File: config.mk
export PLATFORM = sky130hd
export DESIGN_NAME = fll_clock_status
export DESIGN_NICKNAME = d
export VERILOG_FILES = /design/src/core/fll_status_pkg.sv /design/src/core/fll_clock_status.sv
export SDC_FILE = /design/constraint.sdc
export NUM_CORES = 1
export LEC_CHECK = 0
export BUFFER_PORTS_ARGS = -buffer_cell sky130_fd_sc_hd__buf_2
export CAP_MARGIN = 20
export CORE_ASPECT_RATIO = 0.8
export CORE_MARGIN = 2
export CORE_UTILIZATION = 46
export CTS_CLUSTER_SIZE = 16
export DETAILED_ROUTE_END_ITERATION = 8
export PLACE_DENSITY = 0.8
export RECOVER_POWER = 50
export SLEW_MARGIN = 20
export SYNTH_ARGS = -nofsm -noshare
export SYNTH_HDL_FRONTEND = slang
export SYNTH_SLANG_ARGS = --single-unit
File: constraint.sdc
create_clock -name aclk -period 2.4 [get_ports aclk]
set_clock_uncertainty 0.1 [all_clocks]
set_input_delay 0.6 -clock aclk [delete_from_list [all_inputs] [get_ports aclk]]
set_output_delay 0.6 -clock aclk [all_outputs]
set_load 0.01 [all_outputs]
File: src/core/fll_status_pkg.sv
// constants for the clock unit status block
// assumes a 32-bit axi4-lite register bus and one bus clock
package fll_status_pkg;
	// ----------------------------------------
	// register map
	// ----------------------------------------
	localparam logic [7:0] status_off = 8'h04; // clock_unit_status
	localparam logic [7:0] irq_en_off = 8'h08; // lock_loss_irq_en
	localparam logic [7:0] irq_stat_off = 8'h0c; // sticky event status
	localparam logic [7:0] irq_mask_off = 8'h10; // event mask
	// ----------------------------------------
	// field positions
	// ----------------------------------------
	localparam int loss_sticky_bit = 7;
	localparam int lock_bit = 6;
	localparam int refst_bit = 4;
	localparam int mode_lsb = 2;
	localparam int ev_loss_bit = 0;
	localparam int ev_lock_bit = 1;
	// reset values
	localparam logic [7:0] status_rst = 8'h00;
	localparam logic [1:0] mask_rst = 2'h0;
	// clock mode codes
	localparam logic [1:0] mode_fll = 2'h0;
	localparam logic [1:0] mode_byp_int = 2'h1;
	localparam logic [1:0] mode_byp_ext = 2'h2;
	// bus responses
	localparam logic [1:0] resp_okay = 2'h0;
	localparam logic [1:0] resp_slverr = 2'h2;
endpackage : fll_status_pkg

File: src/core/fll_clock_status.sv
// clock unit status register block with axi4-lite slave
// assumes lock detector and synchronised selects come from the clock core
`timescale 1ns/1ps
module fll_clock_status (
	input wire logic aclk,
	input wire logic aresetn,
	input wire logic [7:0] s_axi_awaddr,
	input wire logic s_axi_awvalid,
	output logic s_axi_awready,
	input wire logic [31:0] s_axi_wdata,
	input wire logic [3:0] s_axi_wstrb,
	input wire logic s_axi_wvalid,
	output logic s_axi_wready,
	output logic [1:0] s_axi_bresp,
	output logic s_axi_bvalid,
	input wire logic s_axi_bready,
	input wire logic [7:0] s_axi_araddr,
	input wire logic s_axi_arvalid,
	output logic s_axi_arready,
	output logic [31:0] s_axi_rdata,
	output logic [1:0] s_axi_rresp,
	output logic s_axi_rvalid,
	input wire logic s_axi_rready,
	input wire logic fll_enable, // loop is running
	input wire logic lock_detect_en, // lock detection requested
	input wire logic fll_in_lock, // detector: within entry tolerance
	input wire logic fll_out_tol, // detector: outside exit tolerance
	input wire logic ref_source_select, // synchronised select
	input wire logic [1:0] clock_source_select, // synchronised select
	input wire logic [2:0] ref_divider,
	input wire logic [7:0] trim,
	input wire logic stop_entry, // one-cycle stop entry pulse
	output logic irq
);
	// ----------------------------------------
	// state
	// ----------------------------------------
	typedef enum logic [2:0] {
		wr_idle = 3'b001,
		wr_resp = 3'b010,
		wr_hold = 3'b100
	} wr_state_t;
	typedef struct packed {
		wr_state_t wst; // write channel state
		logic aw_got; // address taken
		logic w_got; // data taken
		logic [7:0] aw_addr;
		logic [31:0] wdata;
		logic [3:0] wstrb;
		logic awready;
		logic wready;
		logic bvalid;
		logic [1:0] bresp;
		logic arready;
		logic rvalid;
		logic [31:0] rdata;
		logic [1:0] rresp;
		logic lock_loss_sticky; // sticky loss of lock
		logic lock; // current lock
		logic refst; // reference source status
		logic [1:0] mode; // clock mode status
		logic lock_loss_irq_en; // loss irq enable
		logic [1:0] ev_stat; // sticky events
		logic [1:0] ev_mask; // event mask
		logic irq;
		logic ref_p; // previous ref select
		logic [2:0] div_p; // previous divider
		logic [7:0] trim_p; // previous trim
	} state_t;
	state_t q, d;
	// combinational helpers
	logic det_on, loss_ev, lock_ev, wr_go, wr_ok, reg_change;
	logic [31:0] rd_val;
	logic rd_ok;
	// ----------------------------------------
	// next state
	// ----------------------------------------
	always_comb begin
		d = q;
		// detection is forced off while the loop is off
		det_on = lock_detect_en && fll_enable;
		// a change that invalidates lock while locked
		reg_change = (ref_source_select != q.ref_p) ||
			(ref_divider != q.div_p) ||
			((trim != q.trim_p) && ((q.mode == fll_status_pkg::mode_fll &&
			ref_source_select) ||
			q.mode == fll_status_pkg::mode_byp_int));
		loss_ev = det_on && q.lock && fll_out_tol;
		lock_ev = det_on && !q.lock && fll_in_lock &&
			!reg_change && !stop_entry;
		d.ref_p = ref_source_select;
		d.div_p = ref_divider;
		d.trim_p = trim;
		// lock indication
		if (!det_on || loss_ev || stop_entry || (q.lock && reg_change)) begin
			d.lock = 1'b0;
		end else if (lock_ev) begin
			d.lock = 1'b1;
		end
		// status follows only the synchronised selects
		d.refst = ref_source_select;
		d.mode = clock_source_select;
		// write channel
		d.awready = 1'b0;
		d.wready = 1'b0;
		if (s_axi_awvalid && q.awready) begin
			d.aw_got = 1'b1;
			d.aw_addr = s_axi_awaddr;
		end
		if (s_axi_wvalid && q.wready) begin
			d.w_got = 1'b1;
			d.wdata = s_axi_wdata;
			d.wstrb = s_axi_wstrb;
		end
		wr_go = 1'b0;
		wr_ok = 1'b1;
		case (q.wst)
			wr_idle: begin
				d.awready = !d.aw_got && !(s_axi_awvalid && q.awready);
				d.wready = !d.w_got && !(s_axi_wvalid && q.wready);
				if (q.aw_got && q.w_got) begin
					d.wst = wr_resp;
				end
			end
			wr_resp: begin
				wr_go = 1'b1;
				d.bvalid = 1'b1;
				d.wst = wr_hold;
				d.aw_got = 1'b0;
				d.w_got = 1'b0;
			end
			wr_hold: begin
				if (s_axi_bready) begin
					d.bvalid = 1'b0;
					d.wst = wr_idle;
				end
			end
			default: begin
				d.wst = wr_idle;
			end
		endcase
		case (q.aw_addr)
			fll_status_pkg::status_off,
			fll_status_pkg::irq_en_off,
			fll_status_pkg::irq_stat_off,
			fll_status_pkg::irq_mask_off: wr_ok = 1'b1;
			default: wr_ok = 1'b0;
		endcase
		if (wr_go) begin
			d.bresp = wr_ok ? fll_status_pkg::resp_okay :
				fll_status_pkg::resp_slverr;
		end
		// sticky flags: clear by writing one, set wins over clear
		// only the sticky bit of the status word is writable
		if (wr_go && q.wstrb[0]) begin
			if (q.aw_addr == fll_status_pkg::status_off &&
				q.wdata[fll_status_pkg::loss_sticky_bit]) begin
				d.lock_loss_sticky = 1'b0;
			end
			// loss request enable
			if (q.aw_addr == fll_status_pkg::irq_en_off) begin
				d.lock_loss_irq_en = q.wdata[0];
			end
			if (q.aw_addr == fll_status_pkg::irq_stat_off) begin
				d.ev_stat = q.ev_stat & ~q.wdata[1:0];
			end
			if (q.aw_addr == fll_status_pkg::irq_mask_off) begin
				d.ev_mask = q.wdata[1:0];
			end
		end
		if (loss_ev) begin
			d.lock_loss_sticky = 1'b1;
			d.ev_stat[fll_status_pkg::ev_loss_bit] = 1'b1;
		end
		if (lock_ev) begin
			d.ev_stat[fll_status_pkg::ev_lock_bit] = 1'b1;
		end
		// loss request gated by its enable, events by the mask
		d.irq = (d.lock_loss_sticky && d.lock_loss_irq_en) ||
			|(d.ev_stat & d.ev_mask);
		// read channel
		rd_val = 32'h0;
		rd_ok = 1'b1;
		case (s_axi_araddr)
			fll_status_pkg::status_off: begin
				rd_val[fll_status_pkg::loss_sticky_bit] = q.lock_loss_sticky;
				rd_val[fll_status_pkg::lock_bit] = q.lock;
				rd_val[fll_status_pkg::refst_bit] = q.refst;
				rd_val[fll_status_pkg::mode_lsb +: 2] = q.mode;
			end
			fll_status_pkg::irq_en_off: rd_val[0] = q.lock_loss_irq_en;
			fll_status_pkg::irq_stat_off: rd_val[1:0] = q.ev_stat;
			fll_status_pkg::irq_mask_off: rd_val[1:0] = q.ev_mask;
			default: rd_ok = 1'b0;
		endcase
		d.arready = 1'b0;
		if (q.rvalid) begin
			if (s_axi_rready) begin
				d.rvalid = 1'b0;
			end
		end else if (q.arready && s_axi_arvalid) begin
			d.rvalid = 1'b1;
			d.rdata = rd_val;
			d.rresp = rd_ok ? fll_status_pkg::resp_okay :
				fll_status_pkg::resp_slverr;
		end else begin
			d.arready = 1'b1;
		end
	end
	// ----------------------------------------
	// registers
	// ----------------------------------------
	always_ff @(posedge aclk) begin
		if (!aresetn) begin
			q <= '0;
			q.wst <= wr_idle;
			q.ev_mask <= fll_status_pkg::mask_rst;
		end else begin
			q <= d;
		end
	end
	// outputs straight from flops
	assign s_axi_awready = q.awready;
	assign s_axi_wready = q.wready;
	assign s_axi_bvalid = q.bvalid;
	assign s_axi_bresp = q.bresp;
	assign s_axi_arready = q.arready;
	assign s_axi_rvalid = q.rvalid;
	assign s_axi_rdata = q.rdata;
	assign s_axi_rresp = q.rresp;
	assign irq = q.irq;
	// ----------------------------------------
	// assertions: sticky loss and interrupt
	// ----------------------------------------
	// loss while locked and detecting sets the sticky flag
	loss_sets_a: assert property (
		@(posedge aclk) disable iff (!aresetn)
		(fll_enable && lock_detect_en && q.lock && fll_out_tol)
		|=> q.lock_loss_sticky)
		else $error("loss did not set sticky");
	// enabled sticky loss must hold the request up
	irq_gate_a: assert property (
		@(posedge aclk) disable iff (!aresetn)
		(q.lock_loss_sticky && q.lock_loss_irq_en)
		|-> irq)
		else $error("irq missing");
	// no enable and no event means no request
	irq_off_a: assert property (
		@(posedge aclk) disable iff (!aresetn)
		(!q.lock_loss_irq_en && q.ev_stat == 2'h0)
		|-> !irq)
		else $error("irq without cause");
	// a one written to the sticky bit clears it
	clear_one_a: assert property (
		@(posedge aclk) disable iff (!aresetn)
		(q.wst == wr_resp && q.wstrb[0] && !loss_ev &&
		q.aw_addr == fll_status_pkg::status_off &&
		q.wdata[fll_status_pkg::loss_sticky_bit])
		|=> !q.lock_loss_sticky)
		else $error("one write kept sticky");
	// a zero written to the sticky bit changes nothing
	zero_keeps_a: assert property (
		@(posedge aclk) disable iff (!aresetn)
		(q.wst == wr_resp && q.lock_loss_sticky &&
		!q.wdata[fll_status_pkg::loss_sticky_bit])
		|=> q.lock_loss_sticky)
		else $error("zero write cleared sticky");
	// ----------------------------------------
	// assertions: lock and status fields
	// ----------------------------------------
	// a qualified lock event raises the indication
	lock_set_a: assert property (
		@(posedge aclk) disable iff (!aresetn)
		lock_ev
		|=> q.lock)
		else $error("lock not set");
	// loop off forces detection and lock off
	lock_off_a: assert property (
		@(posedge aclk) disable iff (!aresetn)
		!fll_enable
		|=> !q.lock)
		else $error("lock while off");
	// a control change while locked drops the lock
	change_clears_a: assert property (
		@(posedge aclk) disable iff (!aresetn)
		(q.lock && reg_change)
		|=> !q.lock)
		else $error("change kept lock");
	// stop entry drops the lock
	stop_clears_a: assert property (
		@(posedge aclk) disable iff (!aresetn)
		stop_entry
		|=> !q.lock)
		else $error("stop kept lock");
	// lock only rises with the detector agreeing
	hw_only_a: assert property (
		@(posedge aclk) disable iff (!aresetn)
		$rose(q.lock)
		|-> $past(fll_in_lock))
		else $error("lock rose without detector");
	// reference status trails its select by one flop
	ref_lag_a: assert property (
		@(posedge aclk) disable iff (!aresetn)
		1'b1
		|=> q.refst == $past(ref_source_select))
		else $error("ref status wrong");
	// mode status trails its select by one flop
	mode_lag_a: assert property (
		@(posedge aclk) disable iff (!aresetn)
		1'b1
		|=> q.mode == $past(clock_source_select))
		else $error("mode status wrong");
	// bits 31:8 and bit 5 of every read word stay zero
	rsvd_zero_a: assert property (
		@(posedge aclk) disable iff (!aresetn)
		s_axi_rvalid
		|-> (s_axi_rdata[31:8] == 24'h0 && !s_axi_rdata[5]))
		else $error("reserved bit set");
	// ----------------------------------------
	// assertions: bus handshakes
	// ----------------------------------------
	// write response stands until taken
	bvalid_hold_a: assert property (
		@(posedge aclk) disable iff (!aresetn)
		(s_axi_bvalid && !s_axi_bready)
		|=> s_axi_bvalid)
		else $error("write response dropped");
	// read data stand until taken
	rvalid_hold_a: assert property (
		@(posedge aclk) disable iff (!aresetn)
		(s_axi_rvalid && !s_axi_rready)
		|=> (s_axi_rvalid && $stable(s_axi_rdata)))
		else $error("read data dropped");
	// write state stays one-hot
	wst_onehot_a: assert property (
		@(posedge aclk) disable iff (!aresetn)
		1'b1
		|-> $onehot(q.wst))
		else $error("write state corrupt");
	// ----------------------------------------
	// covers
	// ----------------------------------------
	// sticky loss raising the request
	loss_c: cover property (@(posedge aclk) q.lock_loss_sticky && irq);
	// lock gained
	lock_c: cover property (@(posedge aclk) !q.lock ##1 q.lock);
	// write answered and taken
	wr_c: cover property (@(posedge aclk) s_axi_bvalid && s_axi_bready);
	// read answered and taken
	rd_c: cover property (@(posedge aclk) s_axi_rvalid && s_axi_rready);
	// stop entry while locked
	stop_c: cover property (@(posedge aclk) stop_entry && q.lock);
endmodule : fll_clock_status

# After elaboration in Yosys (flattened, before gate mapping)
# Index checks and enable logic that the tools add are counted.
# classes
n_addsub	0
mul	0
n_div	0
n_lt_le_gt_ge	0
n_eq_ne	17
n_shift	0
n_mux	29
n_bitwise	5
reduce_logical	46
# ops
operator	count
two-way mux 35 bit	1
== test 8 x 4 -> 1 bit, second input constant	4
logical AND 1 bit	19
== test 8 x 3 -> 1 bit, second input constant	2
== test 8 x 5 -> 1 bit, second input constant	2
two-way mux 1 bit	15
two-way mux 2 bit	5
two-way mux 3 bit	3
case mux 3 bit (3 select lines)	1
logical NOT 1 bit	8
!= test 8 bit	1
AND reduction 2 bit	4
OR reduction 2 bit	4
OR reduction 4 bit	2
logical OR 1 bit	7
two-way mux 5 bit	1
bitwise AND 2 bit	2
!= test 2 bit, second input constant	2
case mux 1 bit (2 select lines)	2
== test 3 x 1 -> 1 bit, second input constant	1
== test 3 x 2 -> 1 bit, second input constant	1
== test 3 bit, second input constant	1
!= test 3 bit	1
case mux 1 bit (3 select lines)	1
6 further kinds	7
# word_totals
regBits	60
latch_bits	0
mem_bits_rw	0
romBits	0
in_bits	78
output_inout_bits	42
wordCells	121
n_memories	0

# Depth between registers and ports, before layout
# Gate-level depths: netlist of the first run.
# logic_depth
depth_word	12
depth_mapped	6
ltp_nobuf	5

# Worst setup path before layout of the first run
# Ideal clock, no wire load.
# synth_timing
path_type	in2reg
from	in s_axi_araddr[1]
to	reg q, in the netlist s_axi_rdata[2]
setup_ps	65
arrival_ps	1652
required_ps	2235
path_slack_ps	583
stages	5
n_path_buf	0
path_cell_list	or4_4 nor3_4 and3_4 a22oi_1 nor2_1
# synth_via
elab_chain_cells	2
# synth_lines
element	line_no	text
from (decl)	fll_clock_status.sv:17	input wire logic [7:0] s_axi_araddr,
== test 8 x 3 -> 1 bit	fll_clock_status.sv:184	case (s_axi_araddr)
two-way mux 3 bit	fll_clock_status.sv:184	
to (decl)	fll_clock_status.sv:70	state_t q, d;
# No other way between the ends.
# A chain may end at the register's enable or synchronous reset.

# Final worst setup path of the first run
# layout_timing
from	in aresetn
to	reg q, in the netlist irq
# layout_rtl
element	line_no	text
from (decl)	fll_clock_status.sv:6	input wire logic aresetn,
# No word-level cell between the ends.

==> results of run 1 <==
-- worst min path at each step --
stage,start,to,cells past startpoint
6_report,q[109],s_axi_awready,1
5_1_grt,q[109],s_axi_awready,1
4_1_cts,q[109],s_axi_awready,1
3_5_place_dp,q[109],s_axi_awready,1
3_3_place_gp,q[109],s_axi_awready,1
2_1_floorplan,q[109],s_axi_awready,1
-- worst max-delay path, cell delays in order --
cell and delay [ps]:
clkbuf_1 100, inv_1 70, clkbuf_1 930, o311ai_1 250
-- flip-flops by register name (all words and copies together), names as in the netlist --
| register | flops |
|---|---|
| s_axi_awready | 1 |
| q | 38 |
| s_axi_rdata | 7 |
| s_axi_rvalid | 1 |
| s_axi_wready | 1 |
| s_axi_rresp | 1 |
| s_axi_arready | 1 |
| irq | 1 |
| s_axi_bvalid | 1 |
| s_axi_bresp | 1 |
-- per-stage QoR --
step	area, um2	utilization, %
2_1_floorplan	2530	-
3_3_place_gp	2630	51.9
3_5_place_dp	2630	51.9
4_1_cts	2730	53.9
5_1_grt	2720	53.8
6_report	2720	53.8
-- routing by layer --
layer	up-vias	track usage, %	wire, um
li1	953	-	-
met1	832	18.6	2020
met2	53	26.6	2120
met3	6	4.67	293
met4	0	6.00	57
met5	-	0	0
-- layout by cell type, fill, tap and decap left out, types with 4 or more instances in the layout --
master,count
mux2i_1,5
o21ai_0,6
nor2b_1,4
nand3_1,7
dfxtp_1,53
buf_2,59
nor2_1,25
clkbuf_8,5
a21oi_1,16
nor3_1,4
nand2_1,32
a22oi_1,7
nand4_1,4
conb_1,27
and2_1,12
xnor2_1,13
-- area by class of cell --
type	count	area [um2]	area share, %
multi-input cells	197	1150	42.4
flip-flops and latches	53	1060	39.0
repair buffers	63	314	11.5
well taps	62	77.6	2.85
clock buffers	5	68.8	2.53
clock inverters	2	35.0	1.29
inverters	3	11.3	0.414
-- kinds of logic after synthesis --
logic type	count (synthesis)	share of synthesized area (%)
AND/OR/NAND/NOR	110	25.5
multiplexers	5	2.06
other	1	0.154
buffers and inverters	47	12.9
flip-flops	53	43.6
XOR/XNOR	14	5.04
AO/OA/AOI/OAI	41	10.7
-- report_power, final --
group          leakage [nW]  switching (mW)  internal (mW)
clock                0.0540           0.270          0.303
sequential            0.434          0.0243          0.912
combinational         0.672           0.101         0.0801
==> flow_summary_export.csv, run 1 <==
group,metric,value,unit
critical_path,cp-start-kind,"input port",
yosys,ys_seq_area_share,43.6,%
yosys,synth_edf_count,0,
final_layout,syn_to_final_growth,11.9,%
floorplanning,core.rowCount,23,
cts,clock_sinks,53,
yosys,netlist-cell-type-count,46,
timing,max_slew_margin,15.1,%
min_path,hold_class,"register to register",
cts,htreeDepth,2,
yosys,synth_most_common_cell,"dfxtp_1",
critical_path,end_kind,"register",
place,numPortBuffers,60,
timing,holdWs,353,ps
floorplanning,coreArea,5060,um2
critical_path,ff2ff_setup_slack,570,ps
routing,ant_nets,0,
routing,wl,4490,um
yosys,synth_cells,271,
timing,finalSetupTns,0,ps
pwr,p_total,1.69,mW
run,cap_viol_max_count,0,
cts,cts_tree,"built",
timing,max_freq,517,MHz
critical_path,required,2430,ps
yosys,syn_avg_cell_area,8.98,um2
routing,first_pass_iters,4,
place,dp_worst_setup_slack,314,ps
timing,worst_pin_slew,1270,ps
cts,clk-insertion-delay-late,300,ps
critical_path,crit_start,"aresetn",
final_layout,final_nets,401,
cts,cts-resized-gates,0,
critical_path,reg2reg_depth,5,
place,dp_cells,378,
yosys,synthTopCellsByArea,"dfxtp_1, buf_4, nand2_1",
global_routing,grt-ovfl-total,0,
status,status,"finished, final reports clean",
yosys,synth_async_sr_flop_share,0,%
timing,period_minus_slack,1930,ps
floorplanning,ioPinCount,120,
global_routing,antenna_found_initial,0,
floorplanning,dieArea,5890,um2
routing,vias,1844,
yosys,synthTopCellsByCount,"dfxtp_1, buf_4, nand2_1",
final_layout,fill_cells,484,
timing,finalMaxSlewViolations,0,
critical_path,r2r-end,"irq",
final_layout,antenna_cells,0,
cts,clockBufferDepth,2,
floorplanning,fp.dieH,69.0,um
place,dpl.hpwl,3480,um
timing,fin_crit_sh,80.5,%
timing,setup_violations,0,
final_layout,drive_above_1_share,24.1,%
critical_path,cp_max_fo,29,
critical_path,path_class,"input port to register",
global_routing,grt_pass1_vias,1792,
cts,cts_hold_buf,0,
yosys,synth_top_cell_area_share,43.6,%
cts,cts_setup_buffers,0,
global_routing,grt_pass1_wl,7520,um
pwr,peakVddDrop,0.343,mV
routing,vias_per_cell,4.79,
floorplanning,die_w,85.3,um
yosys,synth_seq_cells,53,
yosys,synth_top_cell_by_area,"dfxtp_1",
place,gp_congestion,0.781,
cts,clk_pin_slew_worst_paths,80,ps
global_routing,gr-usage-all-layers,15.7,%
routing,wl_per_cell,11.7,um
yosys,yosys_warnings,0,
pwr,power_density,621,nW/um2
pwr,leakagePower,1.16,nW
yosys,syn_area,2430,um2
critical_path,worstPathArrival,1960,ps
final_layout,layout.cells.non_filler,385,
yosys,synth_ff_type,"dfxtp_1",
critical_path,crit_end,"irq",
routing,drc,0,
global_routing,grt_max_degree,30,
cts,cts_root_buf,"clkbuf_8",
routing,first_iter_violations,78,
timing,setup_ws,467,ps
floorplanning,start_util,48.0,%
timing,rsz0062_at_grt,"no",
critical_path,r2r-start,"q[107]",
timing,finalHoldViolCount,0,
cts,cts_made_buffers,5,
No activity file was read; power rests on OpenSTA's default activity.
==> run 2: changes to the inputs <==
==> constraint.sdc (replaced) <==
create_clock -name aclk -period 2 [get_ports aclk]
set_clock_uncertainty 0.1 [all_clocks]
set_input_delay 0.5 -clock aclk [delete_from_list [all_inputs] [get_ports aclk]]
set_output_delay 0.5 -clock aclk [all_outputs]
set_load 0.01 [all_outputs]
==> run 2 against run 1 <==
Worst setup slack worse by 280 ps; via count up 2.7%; utilization is 0.47 points higher; clock-buffer cell count is 1 higher; power up 23%; flip-flop and latch count unchanged; global-route usage up 0.73 points; combinational power up 20%; routed wire length grew 2.8%; worst hold slack worse by 52 ps; final area rose by 0.87%; critical path depth grew 1; largest cell class unchanged.
==> flow_summary_export.csv, run 2 (same netlist as run 1, synthesis figures left out) <==
group,metric,value,unit
place,gp_congestion,0.758,
cts,cts-resized-gates,0,
min_path,hold_class,"input port to register",
routing,vias_per_cell,4.89,
cts,cts_tree,"built",
cts,clk_pin_slew_worst_paths,90,ps
place,dpl_cell_area,2640,um2
final_layout,multi_input_area,1150,um2
critical_path,ff2ff_setup_slack,190,ps
final_layout,syn_to_final_growth,12.9,%
timing,period_minus_slack,1810,ps
timing,setup_violations,0,
cts,clk-insertion-delay-late,300,ps
place,numPortBuffers,60,
critical_path,cp-start-kind,"register",
cts,cts_root_buf,"clkbuf_8",
routing,ant_nets,0,
cts,cts_hold_buf,0,
final_layout,drive_above_1_share,24.6,%
cts,clockBufferDepth,2,
global_routing,gr-usage-all-layers,16.4,%
run,cap_viol_max_count,0,
critical_path,r2r-start,"q[107]",
pwr,power_density,760,nW/um2
floorplanning,ioPinCount,120,
final_layout,antenna_cells,0,
routing,vias,1893,
routing,first_pass_iters,4,
pwr,peakVddDrop,0.359,mV
timing,finalMaxSlewViolations,0,
critical_path,r2r-end,"irq",
place,dpl.hpwl,3600,um
critical_path,crit_start,"q[107]",
global_routing,grt-ovfl-total,0,
final_layout,ff_latch_area,1060,um2
critical_path,worstPathArrival,1840,ps
routing,drc,0,
timing,finalSetupTns,0,ps
timing,max_freq,553,MHz
routing,wl,4620,um
final_layout,fill_cells,476,
global_routing,met1_usage,20.9,%
final_layout,top_register,"q",
routing,wl_per_cell,11.9,um
status,status,"finished, final reports clean",
cts,cts_setup_buffers,0,
min_path,holdCritStartpoint,"s_axi_arvalid",
floorplanning,die_w,85.3,um
critical_path,reg2reg_depth,5,
min_path,whs_path_depth,2,
pwr,leakagePower,1.17,nW
timing,finalHoldViolCount,0,
global_routing,gr-max-usage-layer,"met2",
floorplanning,dieArea,5890,um2
floorplanning,fp.dieH,69.0,um
cts,clock_sinks,53,
critical_path,path_class,"register to register",
global_routing,grt_use_met3,4.19,%
routing,first_iter_violations,88,
global_routing,antenna_found_initial,0,
critical_path,cp_max_fo,3,
global_routing,met2_usage,27.1,%
critical_path,required,2040,ps
final_layout,final_cell_mix,"buf_2, dfxtp_1, nand2_1",
global_routing,grt_pass1_wl,7940,um
timing,max_slew_margin,13.7,%
timing,fin_crit_sh,90.4,%
cts,htreeDepth,2,
final_layout,final_nets,402,
final_layout,largest_reg_flops,38,
floorplanning,coreArea,5060,um2
timing,worst_pin_slew,1290,ps
final_layout,final_common_cell,"buf_2",
cts,cts_made_buffers,5,
floorplanning,core.rowCount,23,
timing,rsz0062_at_grt,"no",
global_routing,grt_pass1_vias,1793,
global_routing,grt_max_degree,30,
pwr,p_total,2.09,mW
floorplanning,start_util,48.0,%
final_layout,fin_area,2750,um2
min_path,hold_end,"s_axi_arready",
critical_path,end_kind,"register",
## run 2: worst max-delay path by stage
stage                                 to  slack [ps]  cells past startpoint
final                                irq         190                      5
after global routing                 irq          70                      5
after CTS                            irq         230                      5
after detailed placement  s_axi_rdata[6]          80                      6
after global placement    s_axi_rdata[3]         120                      6
after floorplan           s_axi_rdata[2]         280                      5
## run 2: where the power goes
part	internal [mW]	total, mW	switching (mW)
Clock	0.407	0.745	0.338
Sequential	1.09	1.12	0.0300
Combinational	0.0959	0.217	0.121
## run 2: critical path: stages, from the launching register on
cell and delay (ps):
dfxtp_1 340, or4_4 530, nor4_2 180, mux2i_1 260
nand2b_4 150, o311ai_1 80
## run 2: per-stage QoR
step | instances | hold slack (ps) | worst slack [ps] | util (%)
floorplan | 297 | 321 | 283 | -
global placement | 379 | 337 | 118 | 52.0
detailed placement | 379 | 347 | 82.6 | 52.0
CTS | 387 | 285 | 233 | 54.4
global route | 387 | 293 | 66.1 | 54.2
finish | 387 | 301 | 192 | 54.2
## run 2: layout make-up
class / instances / share of cell area (%)
tap: 62 / 2.82
sequential: 53 / 38.6
multi-input combinational: 197 / 42.1
clock inverter: 2 / 1.37
clock buffer: 6 / 3.01
timing repair buffer: 64 / 11.7
inverter: 3 / 0.410
## run 2: per-layer routing
layer / wire [um] / vias up / part of all wire, %
met2: 2180 / 53 / 47
met3: 251 / 9 / 5.4
li1: - / 959 / -
met4: 65 / 0 / 1.4
met1: 2120 / 872 / 46
met5: 0 / - / 0
